===== src/shared/timer_pkg.sv =====
package timer_pkg;

    // register addresses on the 8-bit register port
    localparam logic [7:0] ADDR_CONTROL = 8'h91;
    localparam logic [7:0] ADDR_RELOAD_LOW = 8'hCA;
    localparam logic [7:0] ADDR_RELOAD_HIGH = 8'hCB;
    localparam logic [7:0] ADDR_COUNT_LOW = 8'hCC;
    localparam logic [7:0] ADDR_COUNT_HIGH = 8'hCD;
    localparam logic [7:0] ADDR_CLOCK_CONTROL = 8'hE0;
    localparam logic [7:0] ADDR_IRQ_ENABLE = 8'hE1;

    // timer_control_register fields
    localparam int CTL_HIGH_FLAG_BIT = 7;
    localparam int CTL_LOW_FLAG_BIT = 6;
    localparam int CTL_LOW_IRQ_EN_BIT = 5;
    localparam int CTL_CAPTURE_BIT = 4;
    localparam int CTL_SPLIT_BIT = 3;
    localparam int CTL_RUN_BIT = 2;
    localparam int CTL_AUX_MSB = 1;
    localparam int CTL_AUX_LSB = 0;

    // clock_control_register fields
    localparam int CKC_LOW_FAST_BIT = 0;
    localparam int CKC_HIGH_FAST_BIT = 1;

    // ext_irq_enable_register field
    localparam int IRQ_TIMER_EN_BIT = 0;

    // reset values
    localparam logic [7:0] CONTROL_RESET = 8'h00;
    localparam logic [7:0] BYTE_RESET = 8'h00;

    // auxiliary clock select encodings
    typedef enum logic [1:0] {
        AUX_DIV12_A = 2'b00,
        AUX_EXT_DIV8 = 2'b01,
        AUX_DIV12_B = 2'b10,
        AUX_COMPARATOR = 2'b11
    } aux_clock_t;

    // dividers
    localparam int SYS_DIVIDE = 12;
    localparam logic [3:0] SYS_DIV_LAST = 4'(SYS_DIVIDE - 1);
    localparam int EXT_DIVIDE = 8;
    localparam logic [2:0] EXT_DIV_LAST = 3'(EXT_DIVIDE - 1);

    localparam logic [7:0] BYTE_ALL_ONES = 8'hFF;
    localparam logic [15:0] WORD_ALL_ONES = 16'hFFFF;

endpackage : timer_pkg


===== src/verilog/auto_reload_capture_timer.sv =====
// The placing of the registers and the plain strobed port were decided locally.
`timescale 1ns/1ps

//
// Overview of operation
// - count is sixteen bits formed from separately addressed low and high bytes
// - split select and capture enable both clear run both bytes as one 16-bit auto-reload up-counter
// - 16-bit wrap from all ones loads reload word and sets high flag
// - 16-bit mode with timer interrupt enabled requests interrupt on overflow
// - low-byte wraps also interrupt when low interrupt enable is set too
// - count sources are system clock, clock/12, external/8 and comparator
// - external and comparator inputs are synchronised before use
// - split select set with capture enable clear gives two 8-bit counters, each with own reload byte
// - in split mode run control gates only the high byte
// - each half picks system clock or the auxiliary source by its select bit
// - split mode sets high or low flag when that byte wraps
// - split interrupts on high wrap, or either wrap with low enable set
// - flags are cleared only by software, which checks both flags
// - capture enable set puts the timer into capture mode
// - capture on comparator rise (aux bit1 clear) or every 8th external cycle
// - capture copies count to reload bytes, sets high flag, may interrupt
// - control register resets to zero with the documented field layout
module auto_reload_capture_timer
(
    input wire logic clk_sys,
    input wire logic reset,
    input wire logic [7:0] reg_addr,
    input wire logic [7:0] reg_wdata,
    input wire logic reg_write,
    input wire logic reg_read,
    output logic [7:0] reg_rdata,
    input wire logic ext_osc_in,
    input wire logic comparator_in,
    output logic timer_irq
);

    logic [7:0] low_count_byte_reg;
    logic [7:0] high_count_byte_reg;
    logic [7:0] reload_low_byte_reg;
    logic [7:0] reload_high_byte_reg;
    logic high_overflow_flag_reg;
    logic low_overflow_flag_reg;
    logic low_overflow_irq_enable_reg;
    logic capture_enable_reg;
    logic split_select_reg;
    logic high_run_control_reg;
    logic [1:0] aux_clock_select_reg;
    logic low_half_fast_select_reg;
    logic high_half_fast_select_reg;
    logic timer_irq_enable_reg;
    logic [7:0] rdata_reg;
    logic [3:0] div12_reg;
    logic [2:0] ext_div_reg;

    logic div12_tick;
    logic ext_rise;
    logic ext_div8_tick;
    logic comp_rise;
    logic aux_tick;
    logic low_tick;
    logic high_tick;
    logic capture_event;
    logic low_step;
    logic high_step;
    logic low_wrap;
    logic high_wrap;
    logic set_high_flag;
    logic set_low_flag;
    logic [15:0] count_word;
    logic [7:0] control_value;

    logic wr_control;
    logic wr_reload_low;
    logic wr_reload_high;
    logic wr_count_low;
    logic wr_count_high;

    assign wr_control = reg_write && reg_addr == timer_pkg::ADDR_CONTROL;
    assign wr_reload_low = reg_write
        && reg_addr == timer_pkg::ADDR_RELOAD_LOW;
    assign wr_reload_high = reg_write
        && reg_addr == timer_pkg::ADDR_RELOAD_HIGH;
    assign wr_count_low = reg_write && reg_addr == timer_pkg::ADDR_COUNT_LOW;
    assign wr_count_high = reg_write
        && reg_addr == timer_pkg::ADDR_COUNT_HIGH;

    assign count_word = {high_count_byte_reg, low_count_byte_reg};

    // external oscillator and comparator enter through two flops
    sync_rise_detect ext_sync
    (
        .clk_sys(clk_sys),
        .reset(reset),
        .async_in(ext_osc_in),
        .level_sync(),
        .rise_pulse(ext_rise)
    );

    sync_rise_detect comp_sync
    (
        .clk_sys(clk_sys),
        .reset(reset),
        .async_in(comparator_in),
        .level_sync(),
        .rise_pulse(comp_rise)
    );

    // system clock divided by twelve, as a one-cycle enable
    always_ff @(posedge clk_sys or posedge reset)
    begin
        if (reset)
            div12_reg <= 4'h0;
        else if (div12_reg == timer_pkg::SYS_DIV_LAST)
            div12_reg <= 4'h0;
        else
            div12_reg <= div12_reg + 4'h1;
    end

    assign div12_tick = div12_reg == timer_pkg::SYS_DIV_LAST;

    // external oscillator divided by eight, counted on synced rising edges
    always_ff @(posedge clk_sys or posedge reset)
    begin
        if (reset)
            ext_div_reg <= 3'h0;
        else if (ext_rise)
            ext_div_reg <= ext_div_reg + 3'h1;
    end

    assign ext_div8_tick = ext_rise
        && ext_div_reg == timer_pkg::EXT_DIV_LAST;

    always_comb
    begin
        case (timer_pkg::aux_clock_t'(aux_clock_select_reg))
            timer_pkg::AUX_DIV12_A: aux_tick = div12_tick;
            timer_pkg::AUX_EXT_DIV8: aux_tick = ext_div8_tick;
            timer_pkg::AUX_DIV12_B: aux_tick = div12_tick;
            timer_pkg::AUX_COMPARATOR: aux_tick = comp_rise;
            default: aux_tick = 1'b0;
        endcase
    end

    assign low_tick = low_half_fast_select_reg | aux_tick;
    assign high_tick = high_half_fast_select_reg | aux_tick;

    // aux bit 1 picks the capture trigger
    assign capture_event = capture_enable_reg
        && (aux_clock_select_reg[1] ? ext_div8_tick : comp_rise);

    // split mode: low half free-running, high half gated by run control
    always_comb
    begin
        if (split_select_reg && !capture_enable_reg)
        begin
            low_step = low_tick;
            high_step = high_run_control_reg && high_tick;
            low_wrap = low_step
                && low_count_byte_reg == timer_pkg::BYTE_ALL_ONES;
            high_wrap = high_step
                && high_count_byte_reg == timer_pkg::BYTE_ALL_ONES;
        end
        else
        begin
            low_step = high_run_control_reg && low_tick;
            high_step = low_step
                && low_count_byte_reg == timer_pkg::BYTE_ALL_ONES;
            low_wrap = high_step;
            high_wrap = low_step
                && count_word == timer_pkg::WORD_ALL_ONES;
        end
    end

    // capture mode counts freely; only a capture raises the high flag
    assign set_high_flag = capture_enable_reg
        ? capture_event : high_wrap;
    assign set_low_flag = low_wrap;

    // a software write takes priority over a count step on the same byte
    always_ff @(posedge clk_sys or posedge reset)
    begin
        if (reset)
            low_count_byte_reg <= timer_pkg::BYTE_RESET;
        else if (wr_count_low)
            low_count_byte_reg <= reg_wdata;
        else if (low_step)
        begin
            if (low_wrap && split_select_reg && !capture_enable_reg)
                low_count_byte_reg <= reload_low_byte_reg;
            else if (high_wrap && !capture_enable_reg)
                low_count_byte_reg <= reload_low_byte_reg;
            else
                low_count_byte_reg <= low_count_byte_reg + 8'h01;
        end
    end

    always_ff @(posedge clk_sys or posedge reset)
    begin
        if (reset)
            high_count_byte_reg <= timer_pkg::BYTE_RESET;
        else if (wr_count_high)
            high_count_byte_reg <= reg_wdata;
        else if (high_step)
        begin
            if (high_wrap && !capture_enable_reg)
                high_count_byte_reg <= reload_high_byte_reg;
            else
                high_count_byte_reg <= high_count_byte_reg + 8'h01;
        end
    end

    // a capture outranks a software write to the reload bytes
    always_ff @(posedge clk_sys or posedge reset)
    begin
        if (reset)
        begin
            reload_low_byte_reg <= timer_pkg::BYTE_RESET;
            reload_high_byte_reg <= timer_pkg::BYTE_RESET;
        end
        else if (capture_event)
        begin
            reload_low_byte_reg <= low_count_byte_reg;
            reload_high_byte_reg <= high_count_byte_reg;
        end
        else
        begin
            if (wr_reload_low)
                reload_low_byte_reg <= reg_wdata;
            if (wr_reload_high)
                reload_high_byte_reg <= reg_wdata;
        end
    end

    // hardware set wins over a software clear in the same cycle
    always_ff @(posedge clk_sys or posedge reset)
    begin
        if (reset)
        begin
            high_overflow_flag_reg <= 1'b0;
            low_overflow_flag_reg <= 1'b0;
        end
        else
        begin
            high_overflow_flag_reg <= set_high_flag
                | (wr_control ? reg_wdata[timer_pkg::CTL_HIGH_FLAG_BIT]
                              : high_overflow_flag_reg);
            low_overflow_flag_reg <= set_low_flag
                | (wr_control ? reg_wdata[timer_pkg::CTL_LOW_FLAG_BIT]
                              : low_overflow_flag_reg);
        end
    end

    always_ff @(posedge clk_sys or posedge reset)
    begin
        if (reset)
        begin
            low_overflow_irq_enable_reg <= timer_pkg::CONTROL_RESET[5];
            capture_enable_reg <= timer_pkg::CONTROL_RESET[4];
            split_select_reg <= timer_pkg::CONTROL_RESET[3];
            high_run_control_reg <= timer_pkg::CONTROL_RESET[2];
            aux_clock_select_reg <= timer_pkg::CONTROL_RESET[1:0];
        end
        else if (wr_control)
        begin
            low_overflow_irq_enable_reg <=
                reg_wdata[timer_pkg::CTL_LOW_IRQ_EN_BIT];
            capture_enable_reg <= reg_wdata[timer_pkg::CTL_CAPTURE_BIT];
            split_select_reg <= reg_wdata[timer_pkg::CTL_SPLIT_BIT];
            high_run_control_reg <= reg_wdata[timer_pkg::CTL_RUN_BIT];
            aux_clock_select_reg <=
                reg_wdata[timer_pkg::CTL_AUX_MSB:timer_pkg::CTL_AUX_LSB];
        end
    end

    always_ff @(posedge clk_sys or posedge reset)
    begin
        if (reset)
        begin
            low_half_fast_select_reg <= 1'b0;
            high_half_fast_select_reg <= 1'b0;
            timer_irq_enable_reg <= 1'b0;
        end
        else if (reg_write)
        begin
            if (reg_addr == timer_pkg::ADDR_CLOCK_CONTROL)
            begin
                low_half_fast_select_reg <=
                    reg_wdata[timer_pkg::CKC_LOW_FAST_BIT];
                high_half_fast_select_reg <=
                    reg_wdata[timer_pkg::CKC_HIGH_FAST_BIT];
            end
            if (reg_addr == timer_pkg::ADDR_IRQ_ENABLE)
                timer_irq_enable_reg <= reg_wdata[timer_pkg::IRQ_TIMER_EN_BIT];
        end
    end

    assign control_value = {high_overflow_flag_reg, low_overflow_flag_reg,
        low_overflow_irq_enable_reg, capture_enable_reg, split_select_reg,
        high_run_control_reg, aux_clock_select_reg};

    // read data are registered; unmapped addresses read as zero
    always_ff @(posedge clk_sys or posedge reset)
    begin
        if (reset)
            rdata_reg <= 8'h00;
        else if (reg_read)
        begin
            case (reg_addr)
                timer_pkg::ADDR_CONTROL: rdata_reg <= control_value;
                timer_pkg::ADDR_RELOAD_LOW: rdata_reg <= reload_low_byte_reg;
                timer_pkg::ADDR_RELOAD_HIGH: rdata_reg <= reload_high_byte_reg;
                timer_pkg::ADDR_COUNT_LOW: rdata_reg <= low_count_byte_reg;
                timer_pkg::ADDR_COUNT_HIGH: rdata_reg <= high_count_byte_reg;
                timer_pkg::ADDR_CLOCK_CONTROL:
                    rdata_reg <= {6'h00, high_half_fast_select_reg,
                        low_half_fast_select_reg};
                timer_pkg::ADDR_IRQ_ENABLE:
                    rdata_reg <= {7'h00, timer_irq_enable_reg};
                default: rdata_reg <= 8'h00;
            endcase
        end
        else
            rdata_reg <= 8'h00;
    end

    assign reg_rdata = rdata_reg;

    // level request: held while a flag stands and its enables are set
    assign timer_irq = timer_irq_enable_reg
        && (high_overflow_flag_reg
            || (low_overflow_irq_enable_reg
                && low_overflow_flag_reg));

endmodule : auto_reload_capture_timer


===== src/verilog/sync_rise_detect.sv =====
`timescale 1ns/1ps

// two-flop synchroniser followed by a rising-edge detector
module sync_rise_detect
(
    input wire logic clk_sys,
    input wire logic reset,
    input wire logic async_in,
    output logic level_sync,
    output logic rise_pulse
);

    logic meta_reg;
    logic sync_reg;
    logic last_reg;

    always_ff @(posedge clk_sys or posedge reset)
    begin
        if (reset)
        begin
            meta_reg <= 1'b0;
            sync_reg <= 1'b0;
            last_reg <= 1'b0;
        end
        else
        begin
            meta_reg <= async_in;
            sync_reg <= meta_reg;
            last_reg <= sync_reg;
        end
    end

    assign level_sync = sync_reg;
    assign rise_pulse = sync_reg & ~last_reg;

endmodule : sync_rise_detect

===== config.mk =====
export PLATFORM = sky130hd
export DESIGN_NAME = auto_reload_capture_timer
export DESIGN_NICKNAME = d
export VERILOG_FILES = /design/src/shared/timer_pkg.sv /design/src/verilog/auto_reload_capture_timer.sv /design/src/verilog/sync_rise_detect.sv
export SDC_FILE = /design/constraint.sdc
export NUM_CORES = 1
export LEC_CHECK = 0
export BUFFER_PORTS_ARGS = -buffer_cell sky130_fd_sc_hd__buf_2
export CORE_ASPECT_RATIO = 2
export CORE_MARGIN = 4
export CORE_UTILIZATION = 35
export DETAILED_ROUTE_END_ITERATION = 12
export HOLD_SLACK_MARGIN = 0.03
export PLACE_DENSITY_LB_ADDON = 0.15
export RECOVER_POWER = 25
export SLEW_MARGIN = 10
export SYNTH_ARGS = -nofsm -noshare
export SYNTH_HDL_FRONTEND = slang
export SYNTH_HIERARCHICAL = 1
export SYNTH_SLANG_ARGS = --single-unit

===== constraint.sdc =====
create_clock -name clk_sys -period 3.4 [get_ports clk_sys]
set_input_delay 0.17 -clock clk_sys [delete_from_list [all_inputs] [get_ports clk_sys]]
set_output_delay 0.17 -clock clk_sys [all_outputs]
set_load 0.005 [all_outputs]

==> flow_metrics.env, run 1 <==
export IMPL_die_w_um=79.8
export IMPL_synth_nets=388
export IMPL_gr_usage_all_layers=0.187
export IMPL_drt_initial_drc_count=232
export IMPL_path_clk_slew_ps=60
export IMPL_final_hold_violation_count=0
export IMPL_firstDrtPassIters=4
export IMPL_insertion_delay_ps=330
export IMPL_cts_resized=0
export IMPL_synth_area_leaders="dfrtp_1 44%, mux2i_1 9.1%, nand2_1 5.5%"
export IMPL_cts_sinks=64
export IMPL_worst_pin_slew_ps=1950
export IMPL_finClkSkew_ps=4.87
export IMPL_setup_tns_ps=0
export IMPL_clock_fmax_mhz=389
export IMPL_syn_area_per_cell_um2=10.0
export IMPL_cts_tree="done"
export IMPL_numCtsBuffers=9
export IMPL_ys_types=61
export IMPL_die_area_mm2=0.0121
export IMPL_vias_per_cell=5.57
export IMPL_cp_end_kind="register"
export IMPL_violations="capacitance limit, slew limit"
export IMPL_start_util=0.358
export IMPL_yosys_warnings=6
export IMPL_clockBufferDepth=2
export IMPL_ant_nets=0
export IMPL_max_slew_margin=-0.303
export IMPL_synthMuxAreaShare=0.141
export IMPL_dp_hpwl_um=7700
export IMPL_grt_overflow=0
export IMPL_crit_required_ps=3580
export IMPL_rsz0062_at_grt="false"
export IMPL_yosys_area_top_type="dfrtp_1"
export IMPL_ys_flop_type="dfrtp_1"
export IMPL_synth_xor_xnor_area_share=0.0218
export IMPL_synth_top_family_by_area="simple AND/OR/NAND/NOR gates"
export IMPL_async_flop_share=1.00
export IMPL_io_buffers=30
export IMPL_synthSimpleGateAreaFrac=0.193
export IMPL_grt_max_degree=49
export IMPL_r2r_slack_ps=830
export IMPL_hold_buffers=3
export IMPL_netlist_instances=361
export IMPL_critPathArrivalTime_ps=2760
export IMPL_syn_area_mm2=0.00361
export IMPL_core_mm2=0.0101
export IMPL_postCtsSetupRepairBufs=0
export IMPL_holdWs_ps=130
export IMPL_peakVddDrop_mv=0.283
export IMPL_synth_compound_gate_area_share=0.155
export IMPL_final_nets=420
export IMPL_status="complete, but fails checks"
export IMPL_drv_cap=1
export IMPL_synth_seq_area_share=0.443
export IMPL_via_count=2971
export IMPL_setup_viol=0
export IMPL_num_antenna_cells=0
export IMPL_hold_class="in2reg"
export IMPL_p_leak_uw=0.00181
export IMPL_layout_common_cells="64 x dfrtp_1, 53 x nand2_1, 33 x mux2i_1"
export IMPL_antenna_found_initial=0
export IMPL_synth_edf_count=0
export IMPL_layout_commonest_cell="dfrtp_1"
export IMPL_crit_path_max_fanout=12
export IMPL_synth_top_cell_area_share=0.443
export IMPL_grt_pass1_wl_um=16800
export IMPL_die_h_um=152
export IMPL_crit_type="reg2reg"
export IMPL_cp_start_kind="register"
export IMPL_root_buffer="clkbuf_16"
export IMPL_pin_count=31
export IMPL_synthAdderAreaFrac=0.0173
export IMPL_routed_wire_length_per_instance_um=19.7
export IMPL_wirelength_um=10500
export IMPL_drc=0
export IMPL_layout_drive_gt1_share=0.176
export IMPL_synth_ff_latch_count=64
export IMPL_first_global_vias=3104
export IMPL_cts_htree_levels=3
export IMPL_syn2layout_area_growth_pct=16.4
export IMPL_final_min_clock_period_ps=2570
export IMPL_powerDensity_mw_per_mm2=598
export IMPL_routabilityCongestion=0.909
export IMPL_slew_viol_final=49
export IMPL_std_cell_rows=52
export IMPL_finalCritPeriodShare=0.757
[per-stage QoR]
step	worst slack, ps	std cells	util	total power (uW)	cell area, um2
final	827	533	0.417	2520	4200
after global routing	510	533	0.417	2650	4200
after CTS	845	533	0.419	2540	4220
after detailed placement	858	514	0.385	1570	3880
after global placement	881	514	0.385	1560	3880
after floorplan	1420	361	-	1390	3610
[layout make-up]
cell class | count | area (um2)
inverters | 7 | 26.3
multi-input cells | 275 | 1910
repair buffers | 36 | 193
fillers | 995 | 5880
clock inverters | 5 | 55.1
well taps | 135 | 169
flip-flops and latches | 64 | 1600
clock buffers | 11 | 253
[power by group]
part	switching, uW	total (uW)	internal (uW)
Clock	351	955	605
Combinational	247	481	234
Sequential	187	1080	892
[cell families (layout without fill, tap and decap cells)]
family | count (synthesis) | after routing
AOI/OAI and AO/OA | 87 | 87
buffers and inverters | 22 | 59
and+or+nand+nor | 125 | 125
adders and majority gates | 5 | 5
xor gates and xnor gates | 9 | 9
muxes | 49 | 49
DFF | 64 | 64
[worst paths after layout]
kind,start,end,cells after the start
setup / recovery,low_count_byte_reg[0],high_count_byte_reg[6],7
hold / removal,reg_wdata[7],high_count_byte_reg[7],3
setup reg to reg,low_count_byte_reg[0],high_count_byte_reg[6],7
hold reg to reg,comp_sync/meta_reg,comp_sync/level_sync,0
max in group asynchronous,reset,high_count_byte_reg[5],3
min in group asynchronous,reset,ext_sync/meta_reg,3
[Yosys cell counts, drive strengths merged (2+ instances only)]
cell type  instances
a21oi             16
a221oi             5
a222oi             3
a22o               2
a31oi              3
a32oi              2
a41oi              2
and2               3
and3               8
and4               2
buf                9
clkbuf             6
dfrtp             64
ha                 5
inv                7
mux2              16
mux2i             33
nand2             54
nand2b             4
nand3              9
nand3b             5
nor2              18
nor2b              8
nor3               3
nor4               4
o21ai             40
o311ai             2
o31ai              4
xnor2              6
xor2               3
[routing by layer]
metal	GRT usage	wire, um	up-vias
met1	0.192	3880	1495
met2	0.354	5900	77
met3	0.0396	324	22
li1	-	-	1377
met4	0.0804	379	0
met5	0	0	-
[worst max-delay path: stages, from the launching register on]
cell and delay (ps):
dfrtp_1 540, ha_1 320, and3_1 240, nand4b_1 160, o2bb2ai_2 470, nand2_1 200, a2111oi_0 400, o31ai_1 100
No activity file was read; power rests on OpenSTA's default activity.
==> inputs of run 2 (changes only) <==
Settings changed: ABC_AREA from default to 1.
Clock period 3.4 ns to 2.4 ns, I/O delays scaled along.
==> run 2 against run 1 <==
  * The flow now finishes without violations
  * Sequential share of layout area is 1.5 points lower
  * Critical path depth increased by 2
  * Global-route usage rose by 2.2 points
  * Die area is 0.41% lower
  * Fmax increased by 20%
  * Worst setup slack got worse by 580 ps
  * Combinational power increased by 61%
  * Design area is 4.0% higher
  * Hold slack gained 15 ps
  * Power up 46%
==> flow_metrics.env, run 2 <==
export IMPL_synth_nets=485
export IMPL_synthTopCellsByCount="99 x nand2_1, 81 x inv_1, 64 x dfrtp_1"
export IMPL_via_count=3351
export IMPL_die_h_um=151
export IMPL_die_w_um=79.7
export IMPL_holdPathEnd="low_overflow_irq_enable_reg"
export IMPL_layout_commonest_cell="nand2_1"
export IMPL_synth_ff_latch_count=64
export IMPL_grt_pass1_wl_um=18500
export IMPL_final_nets=539
export IMPL_r2r_slack_ps=250
export IMPL_powerDensity_mw_per_mm2=840
export IMPL_crit_path_max_fanout=24
export IMPL_rsz0062_at_grt="false"
export IMPL_clockBufferDepth=2
export IMPL_cp_start_kind="register"
export IMPL_ys_types=37
export IMPL_dp_hpwl_um=9300
export IMPL_wirelength_um=11700
export IMPL_swShare=0.319
export IMPL_netlist_instances=458
export IMPL_r2r_end="reload_high_byte_reg[4]"
export IMPL_async_flop_share=1.00
export IMPL_power_uw=3670
export IMPL_crit_top_cell="nand2_1"
export IMPL_insertion_delay_ps=340
export IMPL_max_slew_margin=0.273
export IMPL_first_global_vias=3487
export IMPL_reg2reg_from="ext_div_reg[0]"
export IMPL_final_setup_worst_slack_ps=248
export IMPL_ys_flop_type="dfrtp_1"
export IMPL_antenna_found_initial=0
export IMPL_share_comb_of_total_power=0.211
export IMPL_internal_power_uw=2500
export IMPL_cts_tree="done"
export IMPL_drv_cap=0
export IMPL_syn_area_mm2=0.00360
export IMPL_cts_resized=0
export IMPL_drc=0
export IMPL_io_buffers=30
export IMPL_synth_edf_count=0
export IMPL_yosys_warnings=6
export IMPL_layout_drive_gt1_share=0.139
export IMPL_routabilityCongestion=1.00
export IMPL_std_cell_rows=52
export IMPL_setup_viol=0
export IMPL_numCtsBuffers=9
export IMPL_hold_depth=3
export IMPL_vias_per_cell=5.14
export IMPL_core_mm2=0.0101
export IMPL_finalCritPeriodShare=0.897
export IMPL_cts_sinks=64
export IMPL_slew_viol_final=0
export IMPL_fillers=1034
export IMPL_p_switching_uw=1170
export IMPL_grt_max_degree=33
export IMPL_grt_overflow=0
export IMPL_clockPowerShare=0.388
export IMPL_setup_tns_ps=0
export IMPL_num_antenna_cells=0
export IMPL_cp_end_kind="register"
export IMPL_cp_cell_sequence="ha_1, ha_1, nand2_1, nand2_1, nand2_1, inv_1, nor2_1, a22oi_1, nand2_1"
export IMPL_final_hold_violation_count=0
export IMPL_path_clk_slew_ps=60
export IMPL_finClkSkew_ps=4.75
export IMPL_peakVddDrop_mv=0.531
export IMPL_layout_common_cells="99 x nand2_1, 81 x inv_1, 64 x dfrtp_1"
export IMPL_worst_pin_slew_ps=1090
export IMPL_slowest_delay_ps=610
export IMPL_drt_initial_drc_count=269
export IMPL_routed_wire_length_per_instance_um=17.9
export IMPL_seq_power_share=0.401
export IMPL_yosys_area_top_type="dfrtp_1"
export IMPL_syn2layout_area_growth_pct=21.6
export IMPL_firstDrtPassIters=5
export IMPL_dp_slack_ps=256
export IMPL_reg2reg_depth=9
export IMPL_synth_area_leaders="dfrtp_1 45%, nand2_1 10%, inv_1 8.5%"
export IMPL_slowest_stage="inv_1"
export IMPL_start_util=0.357
export IMPL_die_area_mm2=0.0121
export IMPL_crit_type="reg2reg"
export IMPL_root_buffer="clkbuf_16"
export IMPL_synth_seq_area_share=0.445
export IMPL_ant_nets=0
export IMPL_synth_top_cell_area_share=0.445
export IMPL_syn_area_per_cell_um2=7.85
export IMPL_crit_required_ps=2610
export IMPL_critPathArrivalTime_ps=2370
export IMPL_gr_usage_all_layers=0.208
export IMPL_pin_count=31
export IMPL_clock_fmax_mhz=465
export IMPL_cts_htree_levels=3
export IMPL_final_min_clock_period_ps=2150
export IMPL_hold_class="in2reg"
export IMPL_hp_start="reg_wdata[5]"
export IMPL_yosysMostFrequentCell="nand2_1"
export IMPL_p_leak_uw=0.00214
export IMPL_status="finished, final reports clean"
==> run 2: cell count changes after synthesis, sizes merged, moves of 9 or more <==
cell    delta
o22ai     +17
mux2      -14
a22oi     +12
inv       +75
nor2      +22
o211ai     +9
nand2     +49
nand3     +28
mux2i     -33
==> run 2: what timing repair did <==
item	4_1_cts	5_1_grt
hold buffers	8	0
endpoints found under the hold margin	40	0
setup buffers	0	0
==> run 2: critical path: cells and delay by family, from the launching register on <==
family | cells | cell delay, ps
flip-flops | 1 | 360
AND/OR/NAND/NOR | 5 | 470
AO/OA/AOI/OAI | 1 | 270
adder cells (fa/ha/maj) | 2 | 320
buffers and inverters | 1 | 610
==> run 2: power groups by stage <==
stage	Sequential [uW]	Clock, uW	Combinational (uW)
after floorplan	1430	0	531
after global placement	1480	0	767
after detailed placement	1490	0	759
after CTS	1470	1460	775
after global routing	1500	1500	880
final	1470	1430	773
==> run 2: per-layer routing <==
| layer | vias up | global-route usage | wire, um |
|---|---|---|---|
| met5 | - | 0 | 0 |
| met2 | 131 | 0.373 | 6120 |
| met3 | 47 | 0.0327 | 488 |
| met4 | 0 | 0.155 | 879 |
| li1 | 1617 | - | - |
| met1 | 1556 | 0.212 | 4160 |
==> run 2: worst max-delay path by stage <==
stage / from / to / slack (ps) / depth (start not counted)
after global placement: ext_div_reg[0] / reload_high_byte_reg[4] / 240 / 9
after global routing: ext_div_reg[0] / reload_low_byte_reg[0] / 70 / 9
final: ext_div_reg[0] / reload_high_byte_reg[4] / 250 / 9
after detailed placement: ext_div_reg[0] / reload_high_byte_reg[4] / 260 / 9
after CTS: ext_div_reg[0] / reload_high_byte_reg[4] / 250 / 9
after floorplan: ext_div_reg[0] / low_count_byte_reg[2] / 670 / 13
==> run 2: cell type report <==
cell class              instances  area (um2)  share of cell area
flip-flops and latches         64        1600               0.366
well taps                     135         169              0.0386
repair buffers                 47         305              0.0698
inverters                      83         313              0.0715
clock inverters                 7         103              0.0235
clock buffers                   9         225              0.0515
multi-input cells             307        1660               0.379
==> run 2: stage by stage <==
stage | instances | area, um2 | utilization | hold WS, ps
6_report | 652 | 4370 | 0.434 | 145
3_3_place_gp | 628 | 3970 | 0.394 | 12.0
5_1_grt | 652 | 4370 | 0.434 | 155
3_5_place_dp | 628 | 3970 | 0.394 | 16.9
4_1_cts | 652 | 4380 | 0.434 | 148
2_1_floorplan | 458 | 3600 | - | -126
==> run 2: cell families after synthesis <==
logic type,share of synthesized area
buf+inv,0.0939
fa+ha+maj,0.0174
xor+xnor,0.0292
simple gates,0.255
mux,0.00626
flops,0.445
compound gates,0.153
